`src/logic/hpa_params.svh`:
```
/*
 Offsets, field positions, reset values and bus constants of the pipe address and event block.
 Assumes inclusion by bare name from the design module.
*/
`ifndef HPA_PARAMS_SVH
`define HPA_PARAMS_SVH

`define HPA_OFF_ADDR      12'h424
`define HPA_OFF_STATUS    12'h500
`define HPA_OFF_CLEAR     12'h510
`define HPA_OFF_MASK      12'h520
`define HPA_OFF_FREEZE    12'h530
`define HPA_OFF_PIPE_MAX_PACKET_SIZE     12'h540

`define HPA_BIT_SHORT     7
`define HPA_BIT_STALL     6
`define HPA_BIT_OVERF     5

`define HPA_ADDR_W        7
`define HPA_ADDR_STRIDE   8
`define HPA_PIPE_MAX_PACKET_SIZE_W       11
`define HPA_PIPE_MAX_PACKET_SIZE_STRIDE  16

`define HPA_RST_ADDR      32'h0000_0000
`define HPA_RST_PIPE_MAX_PACKET_SIZE     11'h040

`endif

```
`src/logic/hpa_pkg.sv`:
```
/*
 Types shared by the pipe address and event block.
 Assumes the constants header is on the include path.
*/
package hpa_pkg;
	typedef logic [3:0]  hpa_pipe_t;
	typedef logic [31:0] hpa_word_t;
endpackage : hpa_pkg

```
`src/logic/hpa_pipe_addr_flags.sv`:
```
/*
 Host pipe target addresses and per-pipe receive event flags, APB slave.
 Assumes the pipe engine gives one-cycle event pulses and length reports on clk.
*/
`timescale 1ns/1ps
`include "hpa_params.svh"
module hpa_pipe_addr_flags
	import hpa_pkg::*;
#(
	parameter int NPIPE = 4
) (
	// Clock, reset, enable
	input  wire logic                       clk,
	input  wire logic                       reset,
	input  wire logic                       clk_en,
	// APB slave
	input  wire logic                       psel,
	input  wire logic                       penable,
	input  wire logic                       pwrite,
	input  wire logic [11:0]                paddr,
	input  wire logic [31:0]                pwdata,
	output logic      [31:0]                prdata,
	output logic                            pready,
	output logic                            pslverr,
	// Pipe engine events
	input  wire logic                       usb_reset_req,
	input  wire logic [NPIPE-1:0]           rx_done,
	input  wire logic [`HPA_PIPE_MAX_PACKET_SIZE_W-1:0]    rx_len,
	input  wire logic [1:0]                 rx_pipe,
	input  wire logic [NPIPE-1:0]           stall_rcvd,
	// Pipe state and interrupt
	output logic      [NPIPE-1:0]           pipe_frozen,
	output logic      [`HPA_ADDR_W*NPIPE-1:0] pipe_dev_addr,
	output logic                            irq
);

	logic [31:0]            host_pipe_target_address_r;
	logic [NPIPE-1:0]       short_pkt_flag_r;
	logic [NPIPE-1:0]       stall_rcvd_flag_r;
	logic [NPIPE-1:0]       pipe_overrun_flag_r;
	logic [NPIPE-1:0]       short_pkt_en_r;
	logic [NPIPE-1:0]       stall_rcvd_enable_r;
	logic [NPIPE-1:0]       pipe_overrun_enable_r;
	logic [NPIPE-1:0]       frozen_r;
	logic [`HPA_PIPE_MAX_PACKET_SIZE_W-1:0] pipe_max_packet_size_r [NPIPE];
	logic [31:0]            prdata_r;
	logic                   wr;
	logic                   rd;
	logic                   hit;
	logic [NPIPE-1:0]       clr_short;
	logic [NPIPE-1:0]       clr_stall;
	logic [NPIPE-1:0]       clr_overf;
	logic [NPIPE-1:0]       short_ev;
	logic [NPIPE-1:0]       overf_ev;

	// Zero-wait slave: every access completes in its first access cycle
	assign pready  = 1'b1;
	assign wr      = psel && penable && pwrite && clk_en;
	assign rd      = psel && !penable && !pwrite;
	assign hit     = (paddr == `HPA_OFF_ADDR) || (paddr == `HPA_OFF_STATUS) ||
		(paddr == `HPA_OFF_CLEAR) || (paddr == `HPA_OFF_MASK) ||
		(paddr == `HPA_OFF_FREEZE) || (paddr == `HPA_OFF_PIPE_MAX_PACKET_SIZE) ||
		(paddr == `HPA_OFF_PIPE_MAX_PACKET_SIZE + 12'h004);
	assign pslverr = psel && penable && !hit;
	assign prdata  = prdata_r;

	// Per-pipe event decode and write-one-to-clear strobes
	always_comb begin
		for (int i = 0; i < NPIPE; i++) begin
			clr_short[i] = wr && paddr == `HPA_OFF_CLEAR && pwdata[8*i+`HPA_BIT_SHORT];
			clr_stall[i] = wr && paddr == `HPA_OFF_CLEAR && pwdata[8*i+`HPA_BIT_STALL];
			clr_overf[i] = wr && paddr == `HPA_OFF_CLEAR && pwdata[8*i+`HPA_BIT_OVERF];
			short_ev[i]  = rx_done[i] && rx_pipe == 2'(i) && rx_len < pipe_max_packet_size_r[i];
			overf_ev[i]  = rx_done[i] && rx_pipe == 2'(i) && rx_len > pipe_max_packet_size_r[i];
		end
	end

	// Target addresses; bus reset request beats a software write
	always_ff @(posedge clk) begin
		if (reset) begin
			host_pipe_target_address_r <= `HPA_RST_ADDR;
		end else if (clk_en) begin
			if (usb_reset_req) begin
				host_pipe_target_address_r <= 32'h0000_0000;
			end else if (wr && paddr == `HPA_OFF_ADDR) begin
				host_pipe_target_address_r <= pwdata & 32'h7F7F_7F7F;
			end
		end
	end

	generate
		for (genvar g = 0; g < NPIPE; g++) begin : g_addr
			assign pipe_dev_addr[`HPA_ADDR_W*g +: `HPA_ADDR_W] =
				host_pipe_target_address_r[`HPA_ADDR_STRIDE*g +: `HPA_ADDR_W];
		end
	endgenerate

	// Sticky flags: a set in the clearing cycle wins
	always_ff @(posedge clk) begin
		if (reset) begin
			short_pkt_flag_r    <= '0;
			stall_rcvd_flag_r   <= '0;
			pipe_overrun_flag_r <= '0;
		end else if (clk_en) begin
			short_pkt_flag_r    <= (short_pkt_flag_r & ~clr_short) | short_ev;
			stall_rcvd_flag_r   <= (stall_rcvd_flag_r & ~clr_stall) | stall_rcvd;
			pipe_overrun_flag_r <= (pipe_overrun_flag_r & ~clr_overf) | overf_ev;
		end
	end

	// Freeze: set by a stall, released by writing zero to the freeze bit
	always_ff @(posedge clk) begin
		if (reset) begin
			frozen_r <= '0;
		end else if (clk_en) begin
			for (int i = 0; i < NPIPE; i++) begin
				if (stall_rcvd[i]) begin
					frozen_r[i] <= 1'b1;
				end else if (wr && paddr == `HPA_OFF_FREEZE) begin
					frozen_r[i] <= pwdata[i];
				end
			end
		end
	end
	assign pipe_frozen = frozen_r;

	// Mask enables and max packet sizes
	always_ff @(posedge clk) begin
		if (reset) begin
			short_pkt_en_r        <= '0;
			stall_rcvd_enable_r   <= '0;
			pipe_overrun_enable_r <= '0;
			for (int i = 0; i < NPIPE; i++) begin
				pipe_max_packet_size_r[i] <= `HPA_RST_PIPE_MAX_PACKET_SIZE;
			end
		end else if (clk_en && wr) begin
			if (paddr == `HPA_OFF_MASK) begin
				for (int i = 0; i < NPIPE; i++) begin
					short_pkt_en_r[i]        <= pwdata[8*i+`HPA_BIT_SHORT];
					stall_rcvd_enable_r[i]   <= pwdata[8*i+`HPA_BIT_STALL];
					pipe_overrun_enable_r[i] <= pwdata[8*i+`HPA_BIT_OVERF];
				end
			end
			for (int i = 0; i < NPIPE; i++) begin
				if (paddr == `HPA_OFF_PIPE_MAX_PACKET_SIZE + 12'(4*(i/2))) begin
					pipe_max_packet_size_r[i] <= pwdata[`HPA_PIPE_MAX_PACKET_SIZE_STRIDE*(i%2) +: `HPA_PIPE_MAX_PACKET_SIZE_W];
				end
			end
		end
	end

	// Level interrupt from unmasked flags
	always_ff @(posedge clk) begin
		if (reset) begin
			irq <= 1'b0;
		end else if (clk_en) begin
			irq <= |((stall_rcvd_flag_r & stall_rcvd_enable_r) |
				(pipe_overrun_flag_r & pipe_overrun_enable_r) |
				(short_pkt_flag_r & short_pkt_en_r));
		end
	end

	// Read data registered in setup so it is stable through the access cycle
	always_ff @(posedge clk) begin
		if (reset) begin
			prdata_r <= 32'h0000_0000;
		end else if (clk_en && rd) begin
			prdata_r <= 32'h0000_0000;
			for (int i = 0; i < NPIPE; i++) begin
				unique case (paddr)
					`HPA_OFF_STATUS: begin
						prdata_r[8*i+`HPA_BIT_SHORT] <= short_pkt_flag_r[i];
						prdata_r[8*i+`HPA_BIT_STALL] <= stall_rcvd_flag_r[i];
						prdata_r[8*i+`HPA_BIT_OVERF] <= pipe_overrun_flag_r[i];
					end
					`HPA_OFF_MASK: begin
						prdata_r[8*i+`HPA_BIT_SHORT] <= short_pkt_en_r[i];
						prdata_r[8*i+`HPA_BIT_STALL] <= stall_rcvd_enable_r[i];
						prdata_r[8*i+`HPA_BIT_OVERF] <= pipe_overrun_enable_r[i];
					end
					`HPA_OFF_FREEZE: prdata_r[i] <= frozen_r[i];
					`HPA_OFF_ADDR: prdata_r[8*i +: 8] <= host_pipe_target_address_r[8*i +: 8];
					default: begin
						if (paddr == `HPA_OFF_PIPE_MAX_PACKET_SIZE + 12'(4*(i/2))) begin
							prdata_r[`HPA_PIPE_MAX_PACKET_SIZE_STRIDE*(i%2) +: `HPA_PIPE_MAX_PACKET_SIZE_W] <= pipe_max_packet_size_r[i];
						end
					end
				endcase
			end
		end
	end

endmodule : hpa_pipe_addr_flags

```
`config.mk`:
```
export PLATFORM = sky130hd
export DESIGN_NAME = hpa_pipe_addr_flags
export DESIGN_NICKNAME = d
export VERILOG_FILES = /design/src/logic/hpa_pkg.sv /design/src/logic/hpa_pipe_addr_flags.sv
export VERILOG_INCLUDE_DIRS = /design/src /design/src/logic
export SDC_FILE = /design/constraint.sdc
export NUM_CORES = 1
export LEC_CHECK = 0
export BUFFER_PORTS_ARGS = -buffer_cell sky130_fd_sc_hd__buf_4
export CELL_PAD_IN_SITES_DETAIL_PLACEMENT = 1
export CELL_PAD_IN_SITES_GLOBAL_PLACEMENT = 1
export CORE_UTILIZATION = 30
export DETAILED_ROUTE_END_ITERATION = 8
export MAX_ROUTING_LAYER = met4
export PLACE_DENSITY_LB_ADDON = 0.1
export SKIP_LAST_GASP = 1
export SYNTH_ARGS = -nofsm -noshare
export SYNTH_HDL_FRONTEND = slang
export SYNTH_SLANG_ARGS = --single-unit
export TNS_END_PERCENT = 50
```
`constraint.sdc`:
```
create_clock -name clk -period 4.6 [get_ports clk]
set_clock_uncertainty 0.1 [all_clocks]
set_input_delay 0.46 -clock clk [delete_from_list [all_inputs] [get_ports clk]]
set_output_delay 0.46 -clock clk [all_outputs]
set_load 0.02 [all_outputs]
```
==> results of run 1 <==
[worst max path at each step]
stage / startpoint / endpoint / slack, ns / depth (start not counted)
after floorplan: paddr[5] / pipe_max_packet_size_r[0][22] / 1.39 / 3
after global placement: paddr[5] / pipe_max_packet_size_r[0][19] / 1.75 / 4
after detailed placement: paddr[5] / pipe_max_packet_size_r[0][23] / 1.72 / 5
after CTS: paddr[11] / pslverr / 2.09 / 5
after global routing: paddr[5] / pipe_max_packet_size_r[0][28] / 1.93 / 5
final: paddr[11] / pslverr / 2.10 / 5
[cells by family (layout without fill, tap and decap cells)]
| kind of cell | after synthesis | after routing | synth area share [%] |
|---|---|---|---|
| flip-flops | 133 | 133 | 43.3 |
| AND/OR/NAND/NOR | 298 | 298 | 24.8 |
| other | 1 | 1 | 0.0523 |
| buffers and inverters | 91 | 221 | 5.09 |
| adder cells (fa/ha/maj) | 44 | 44 | 7.68 |
| AO/OA/AOI/OAI | 193 | 193 | 17.8 |
| multiplexers | 9 | 9 | 1.27 |
[state kept, by name, indices dropped and copies added (netlist names)]
name,flops
pipe_max_packet_size_r,44
prdata,32
host_pipe_target_address_r,28
pipe_frozen,4
pipe_overrun_enable_r,4
pipe_overrun_flag_r,4
short_pkt_en_r,4
short_pkt_flag_r,4
stall_rcvd_enable_r,4
stall_rcvd_flag_r,4
irq,1
[critical path, cell delays in order]
cell	delay [ns]
buf_4	0.12
nor4b_4	0.40
nand2_1	0.35
o311a_1	0.45
buf_4	0.17
[per-layer routing]
layer | track usage (%) | vias up
met1 | 32.7 | 3280
met2 | 36.2 | 206
met4 | 7.89 | 0
li1 | - | 3079
met5 | - | -
met3 | 3.18 | 38
[cell usage in the layout, fill, tap and decap left out, types with 4 or more instances in the layout]
cell and instances:
mux2i_1 8, inv_1 45, nand3b_1 30, nor3_1 6, and3_1 5, nand2_1 80, a21o_1 8, nand4b_1 25
a32o_1 4, ha_1 44, a22o_1 5, and2_1 41, nor3_2 4, a21oi_1 51, a221oi_1 5, a211oi_1 13
o21ai_0 30, clkbuf_16 18, edfxtp_1 44, a22oi_1 8, nand4_1 7, nand2b_1 34, nor2_1 25, o22ai_1 4
a311oi_1 4, inv_6 6, a222oi_1 13, a31oi_1 29, buf_4 144, nand3_1 21, o211ai_1 5, dfxtp_1 89
[synth_stat cells (4+ instances only)]
cell type | n | area share [%]
dfxtp_1 | 89 | 25
nand2_1 | 80 | 4.2
a21oi_1 | 51 | 3.6
inv_1 | 45 | 2.4
edfxtp_1 | 44 | 18
ha_1 | 44 | 7.7
and2_1 | 41 | 3.6
nand2b_1 | 34 | 3.0
o21ai_0 | 32 | 2.2
clkbuf_1 | 30 | 1.6
nand3b_1 | 30 | 3.1
a31oi_1 | 29 | 2.5
nand4b_1 | 25 | 3.1
nor2_1 | 25 | 1.3
nand3_1 | 21 | 1.5
a211oi_1 | 13 | 1.4
a222oi_1 | 13 | 1.8
buf_2 | 13 | 0.91
a21o_1 | 8 | 0.84
a22oi_1 | 8 | 0.84
mux2i_1 | 8 | 1.1
nand4_1 | 7 | 0.61
nor3_1 | 7 | 0.49
a221oi_1 | 5 | 0.61
a22o_1 | 5 | 0.61
and3_1 | 5 | 0.44
o211ai_1 | 5 | 0.52
a311oi_1 | 4 | 0.49
a32o_1 | 4 | 0.56
o22ai_1 | 4 | 0.35
[layout make-up]
class / count / share of cell area (%)
Multi-Input combinational cell: 545 / 40.9
Clock inverter: 13 / 1.73
Sequential cell: 133 / 34.1
Inverter: 45 / 1.86
Timing Repair Buffer: 144 / 11.9
Tap cell: 319 / 4.39
Clock buffer: 19 / 5.11
[power by group]
group | internal, mW | total (mW) | switching (mW)
logic | 0.117 | 0.288 | 0.171
clock network | 0.861 | 1.44 | 0.579
registers | 1.24 | 1.27 | 0.0288
[per-stage QoR]
step	worst slack (ns)	instances	util, %
global placement	1.75	1186	36.1
detailed placement	1.72	1186	36.1
CTS	2.09	1218	38.7
floorplan	1.39	769	-
global route	1.93	1218	38.7
finish	2.10	1218	38.7
==> impl_metrics.yaml, run 1 <==
clock_tree:
  worstSkewPairLatency_ns: 0.44
  cts_resized: 0
  root_buffer: "clkbuf_16"
  ctsHtreeMaxLevel: 4
  clockBufferDepth: 2
  cts_setup_buffers: 0
  cts_sinks: 133
  clk_pin_slew_worst_paths_ns: 0.06
  ctsHoldBuffers: 0
  cts_tree: "done"
  numCtsBuffers: 17
place:
  gp_congestion: 0.866
  dpl.hpwl_mm: 20.9
  placed_cell_area_sq_um: 8470
  io_buffers: 137
power:
  p_leak_nw: 3.51
  worst_ir_drop_vdd_uv: 247
  finalPower_mw: 3.00
  power.density_nw_per_um2: 330
cells_and_area:
  num_antenna_cells: 0
  regArea_sq_um: 3100
  fill_cells: 2675
  nets: 1002
  syn2layout_area_growth_pct: 26.7
  multi_input_area_sq_um: 3710
  post_route_cells_drive_above_1_share_pct: 21.6
  final_cell_area_sq_um: 9090
sta:
  finalSetupTns_ns: 0
  fin_crit_sh_pct: 54.4
  rsz0062_at_grt: "false"
  hold_ws_ns: 0.145
  tightest_slew_ns: 1.23
  finalHoldViolations: 0
  max_freq_ghz: 0.400
  slew_viol_final: 0
  slew_headroom_pct: 17.8
  post-route-min-period_ns: 2.50
  setup_viol: 0
route:
  routed-wl-met2_mm: 12.6
  vias: 6603
  topRoutingLayerUsed: "met4"
  final_antenna_net_count: 0
  totalWireLength_mm: 27.7
  first_iter_violations: 502
  first_pass_iters: 5
  wl_met3_mm: 1.32
  drc: 0
  routedWlPerCell_um: 22.7
  wl_met1_mm: 13.2
  viasPerCell: 5.42
run_status:
  status: "finished, final reports clean"
flow_run:
  timing.max_cap.violations: 0
worst_hold_path:
  hp-start: "pwdata[14]"
  hold_end: "stall_rcvd_flag_r[1]"
  whs_path_depth: 2
  hold_class: "in -> reg"
worst_setup_path:
  crit_type: "in -> out"
  rr_endpoint: "pipe_overrun_flag_r[2]"
  reg2reg_slack_ns: 2.39
  worstPathRequired_ns: 4.04
  startpoint_type: "input pin"
  crit_fanout: 7
  crit_arrival_ns: 1.94
  r2r_cells: 6
  worstReg2RegStart: "pipe_max_packet_size_r[0][28]"
  endpoint_kind: "primary output"
floorplanning:
  rows: 56
  initial_utilization_pct: 30.5
  num_io_pins: 139
  dieArea_sq_um: 24500
  die_w_um: 157
  die_h_um: 157
  fp.coreArea_sq_um: 23500
global_routing:
  grt_overflow_total: 0
  antenna_found_initial: 0
  grt_start_max_net_pins: 68
  grt_pass1_vias: 6636
  grt_first_pass_wirelength_mm: 41.4
  grtUsageTotal_pct: 23.9
synth:
  synth-main-ff-cell: "dfxtp_1"
  synthArstFlopShare_pct: 0
  synth-seq-cells: 133
  ys_seq_area_share_pct: 43.3
  synth_enable_flop_cells: 44
  yosysUniqueCellTypes: 58
  yosysWarnings: 0
  syn_area_per_cell_sq_um: 9.32
  syn_nets: 885
  synth_area_sq_um: 7170
  synth_cells: 769
(Power assumes the default switching activity.)
==> inputs of run 2 (changes only) <==
clock period = 2.07 ns   (was 4.6 ns; I/O delays follow)
==> impl_metrics.yaml, run 2 (synthesis gave the netlist of run 1 again) <==
run_status:
  status: "finished, final reports clean"
clock_tree:
  ctsHtreeMaxLevel: 4
  clk_pin_slew_worst_paths_ns: 0.06
  worstSkewPairLatency_ns: 0.43
  cts_tree: "done"
  numCtsBuffers: 17
  clockBufferDepth: 2
  cts_sinks: 133
  root_buffer: "clkbuf_16"
sta:
  setup_viol: 0
  tightest_slew_ns: 0.565
  max_freq_ghz: 0.493
  post-route-min-period_ns: 2.03
  slew_headroom_pct: 62.0
  rsz0062_at_grt: "true"
  fin_crit_sh_pct: 98.0
  slew_viol_final: 0
  finalHoldViolations: 0
  fin_ws_ns: 0.0419
  finalSetupTns_ns: 0
worst_hold_path:
  hold_class: "in -> reg"
  whs_path_depth: 3
  hp-start: "stall_rcvd[2]"
floorplanning:
  die_h_um: 157
  dieArea_sq_um: 24500
  initial_utilization_pct: 30.5
  die_w_um: 157
  rows: 56
  fp.coreArea_sq_um: 23500
  num_io_pins: 139
route:
  routedWlPerCell_um: 22.7
  vias: 6912
  first_iter_violations: 540
  final_antenna_net_count: 0
  drc: 0
  totalWireLength_mm: 29.2
  first_pass_iters: 5
  viasPerCell: 5.37
power:
  finalPower_mw: 6.67
  p_leak_nw: 3.82
  worst_ir_drop_vdd_uv: 485
  power.density_nw_per_um2: 687
global_routing:
  grt_overflow_total: 0
  antenna_found_initial: 2
  grt_start_max_net_pins: 54
  grt_pass1_vias: 7176
  grtUsageTotal_pct: 25.2
  grt_first_pass_wirelength_mm: 43.7
cells_and_area:
  syn2layout_area_growth_pct: 35.5
  final_cell_area_sq_um: 9720
  top_register: "pipe_max_packet_size_r"
  regArea_sq_um: 3100
  largest_register_ffs: 44
  layout_common_cells: "buf_4 (175), dfxtp_1 (89), nand2_1 (80), a21oi_1 (51), inv_1 (45)"
  multi_input_area_sq_um: 3730
  fill_cells: 2679
  final_common_cell: "buf_4"
  fin_cells: 1286
  nets: 1068
  post_route_cells_drive_above_1_share_pct: 23.8
worst_setup_path:
  endpoint_kind: "flop"
  crit_fanout: 3
  r2r_cells: 7
  worstReg2RegStart: "pipe_max_packet_size_r[0][17]"
  startpoint_type: "flop"
  crit_type: "reg -> reg"
  worstPathRequired_ns: 2.29
  crit_arrival_ns: 2.25
  crit_start: "pipe_max_packet_size_r[0][17]"
place:
  gp_congestion: 0.904
  post-place-ws_ns: -0.106
  placed_cell_area_sq_um: 8760
  io_buffers: 137
  dp.cells: 1219
  dpl.hpwl_mm: 22.2
flow_run:
  timing.max_cap.violations: 0
-- run 2: metal layers --
| layer | GRT usage [%] | share of wire, % | vias to the layer above |
|---|---|---|---|
| met4 | 8.68 | 2.2 | 0 |
| met2 | 38.7 | 45 | 224 |
| met1 | 34.0 | 48 | 3442 |
| li1 | - | - | 3208 |
| met5 | - | 0 | - |
| met3 | 3.41 | 4.9 | 38 |
-- run 2: final cells by class --
cell class	count	share of cell area, %
sequential	133	31.9
tap	319	4.11
clock inverter	11	1.27
multi-input combinational	545	38.4
timing repair buffer	210	17.5
clock buffer	21	4.96
inverter	45	1.74
antenna	2	0.0515
-- run 2: final timing paths --
path / to / slack (ns)
min: stall_rcvd_flag_r[2] / 0.01
max reg2reg: pipe_overrun_flag_r[1] / 0.04
max: pipe_overrun_flag_r[1] / 0.04
min reg2reg: prdata[30] / 0.36
-- run 2: report_power, final --
| part | total, mW | switching [mW] | internal, mW | leakage [nW] |
|---|---|---|---|---|
| logic | 0.751 | 0.421 | 0.330 | 2.39 |
| registers | 2.80 | 0.0474 | 2.75 | 1.14 |
| clock network | 3.12 | 1.21 | 1.91 | 0.292 |
| total | 6.67 | 1.68 | 4.99 | 3.82 |
-- run 2: timing repair --
action,in CTS,in global routing
cloned,0,0
setup endpoints to repair,1,3
setup buffers,2,0
hold buffers,31,0
hold endpoints to repair,42,0
gates resized for setup,1,2
-- run 2: worst max-delay path: stages (launching register included) --
cell and delay [ns]:
edfxtp_1 0.43, inv_1 0.09, ha_1 0.23, and3_1 0.19
a221o_1 0.35, a41oi_2 0.23, nand2_1 0.08, a32o_1 0.21
-- run 2: stage by stage --
step                      utilization, %  hold slack, ns
after floorplan                        -           0.217
after global placement              37.3           0.328
after detailed placement            37.3           0.339
after CTS                           41.3         0.00373
after global routing                41.4          0.0142
final                               41.4          0.0144
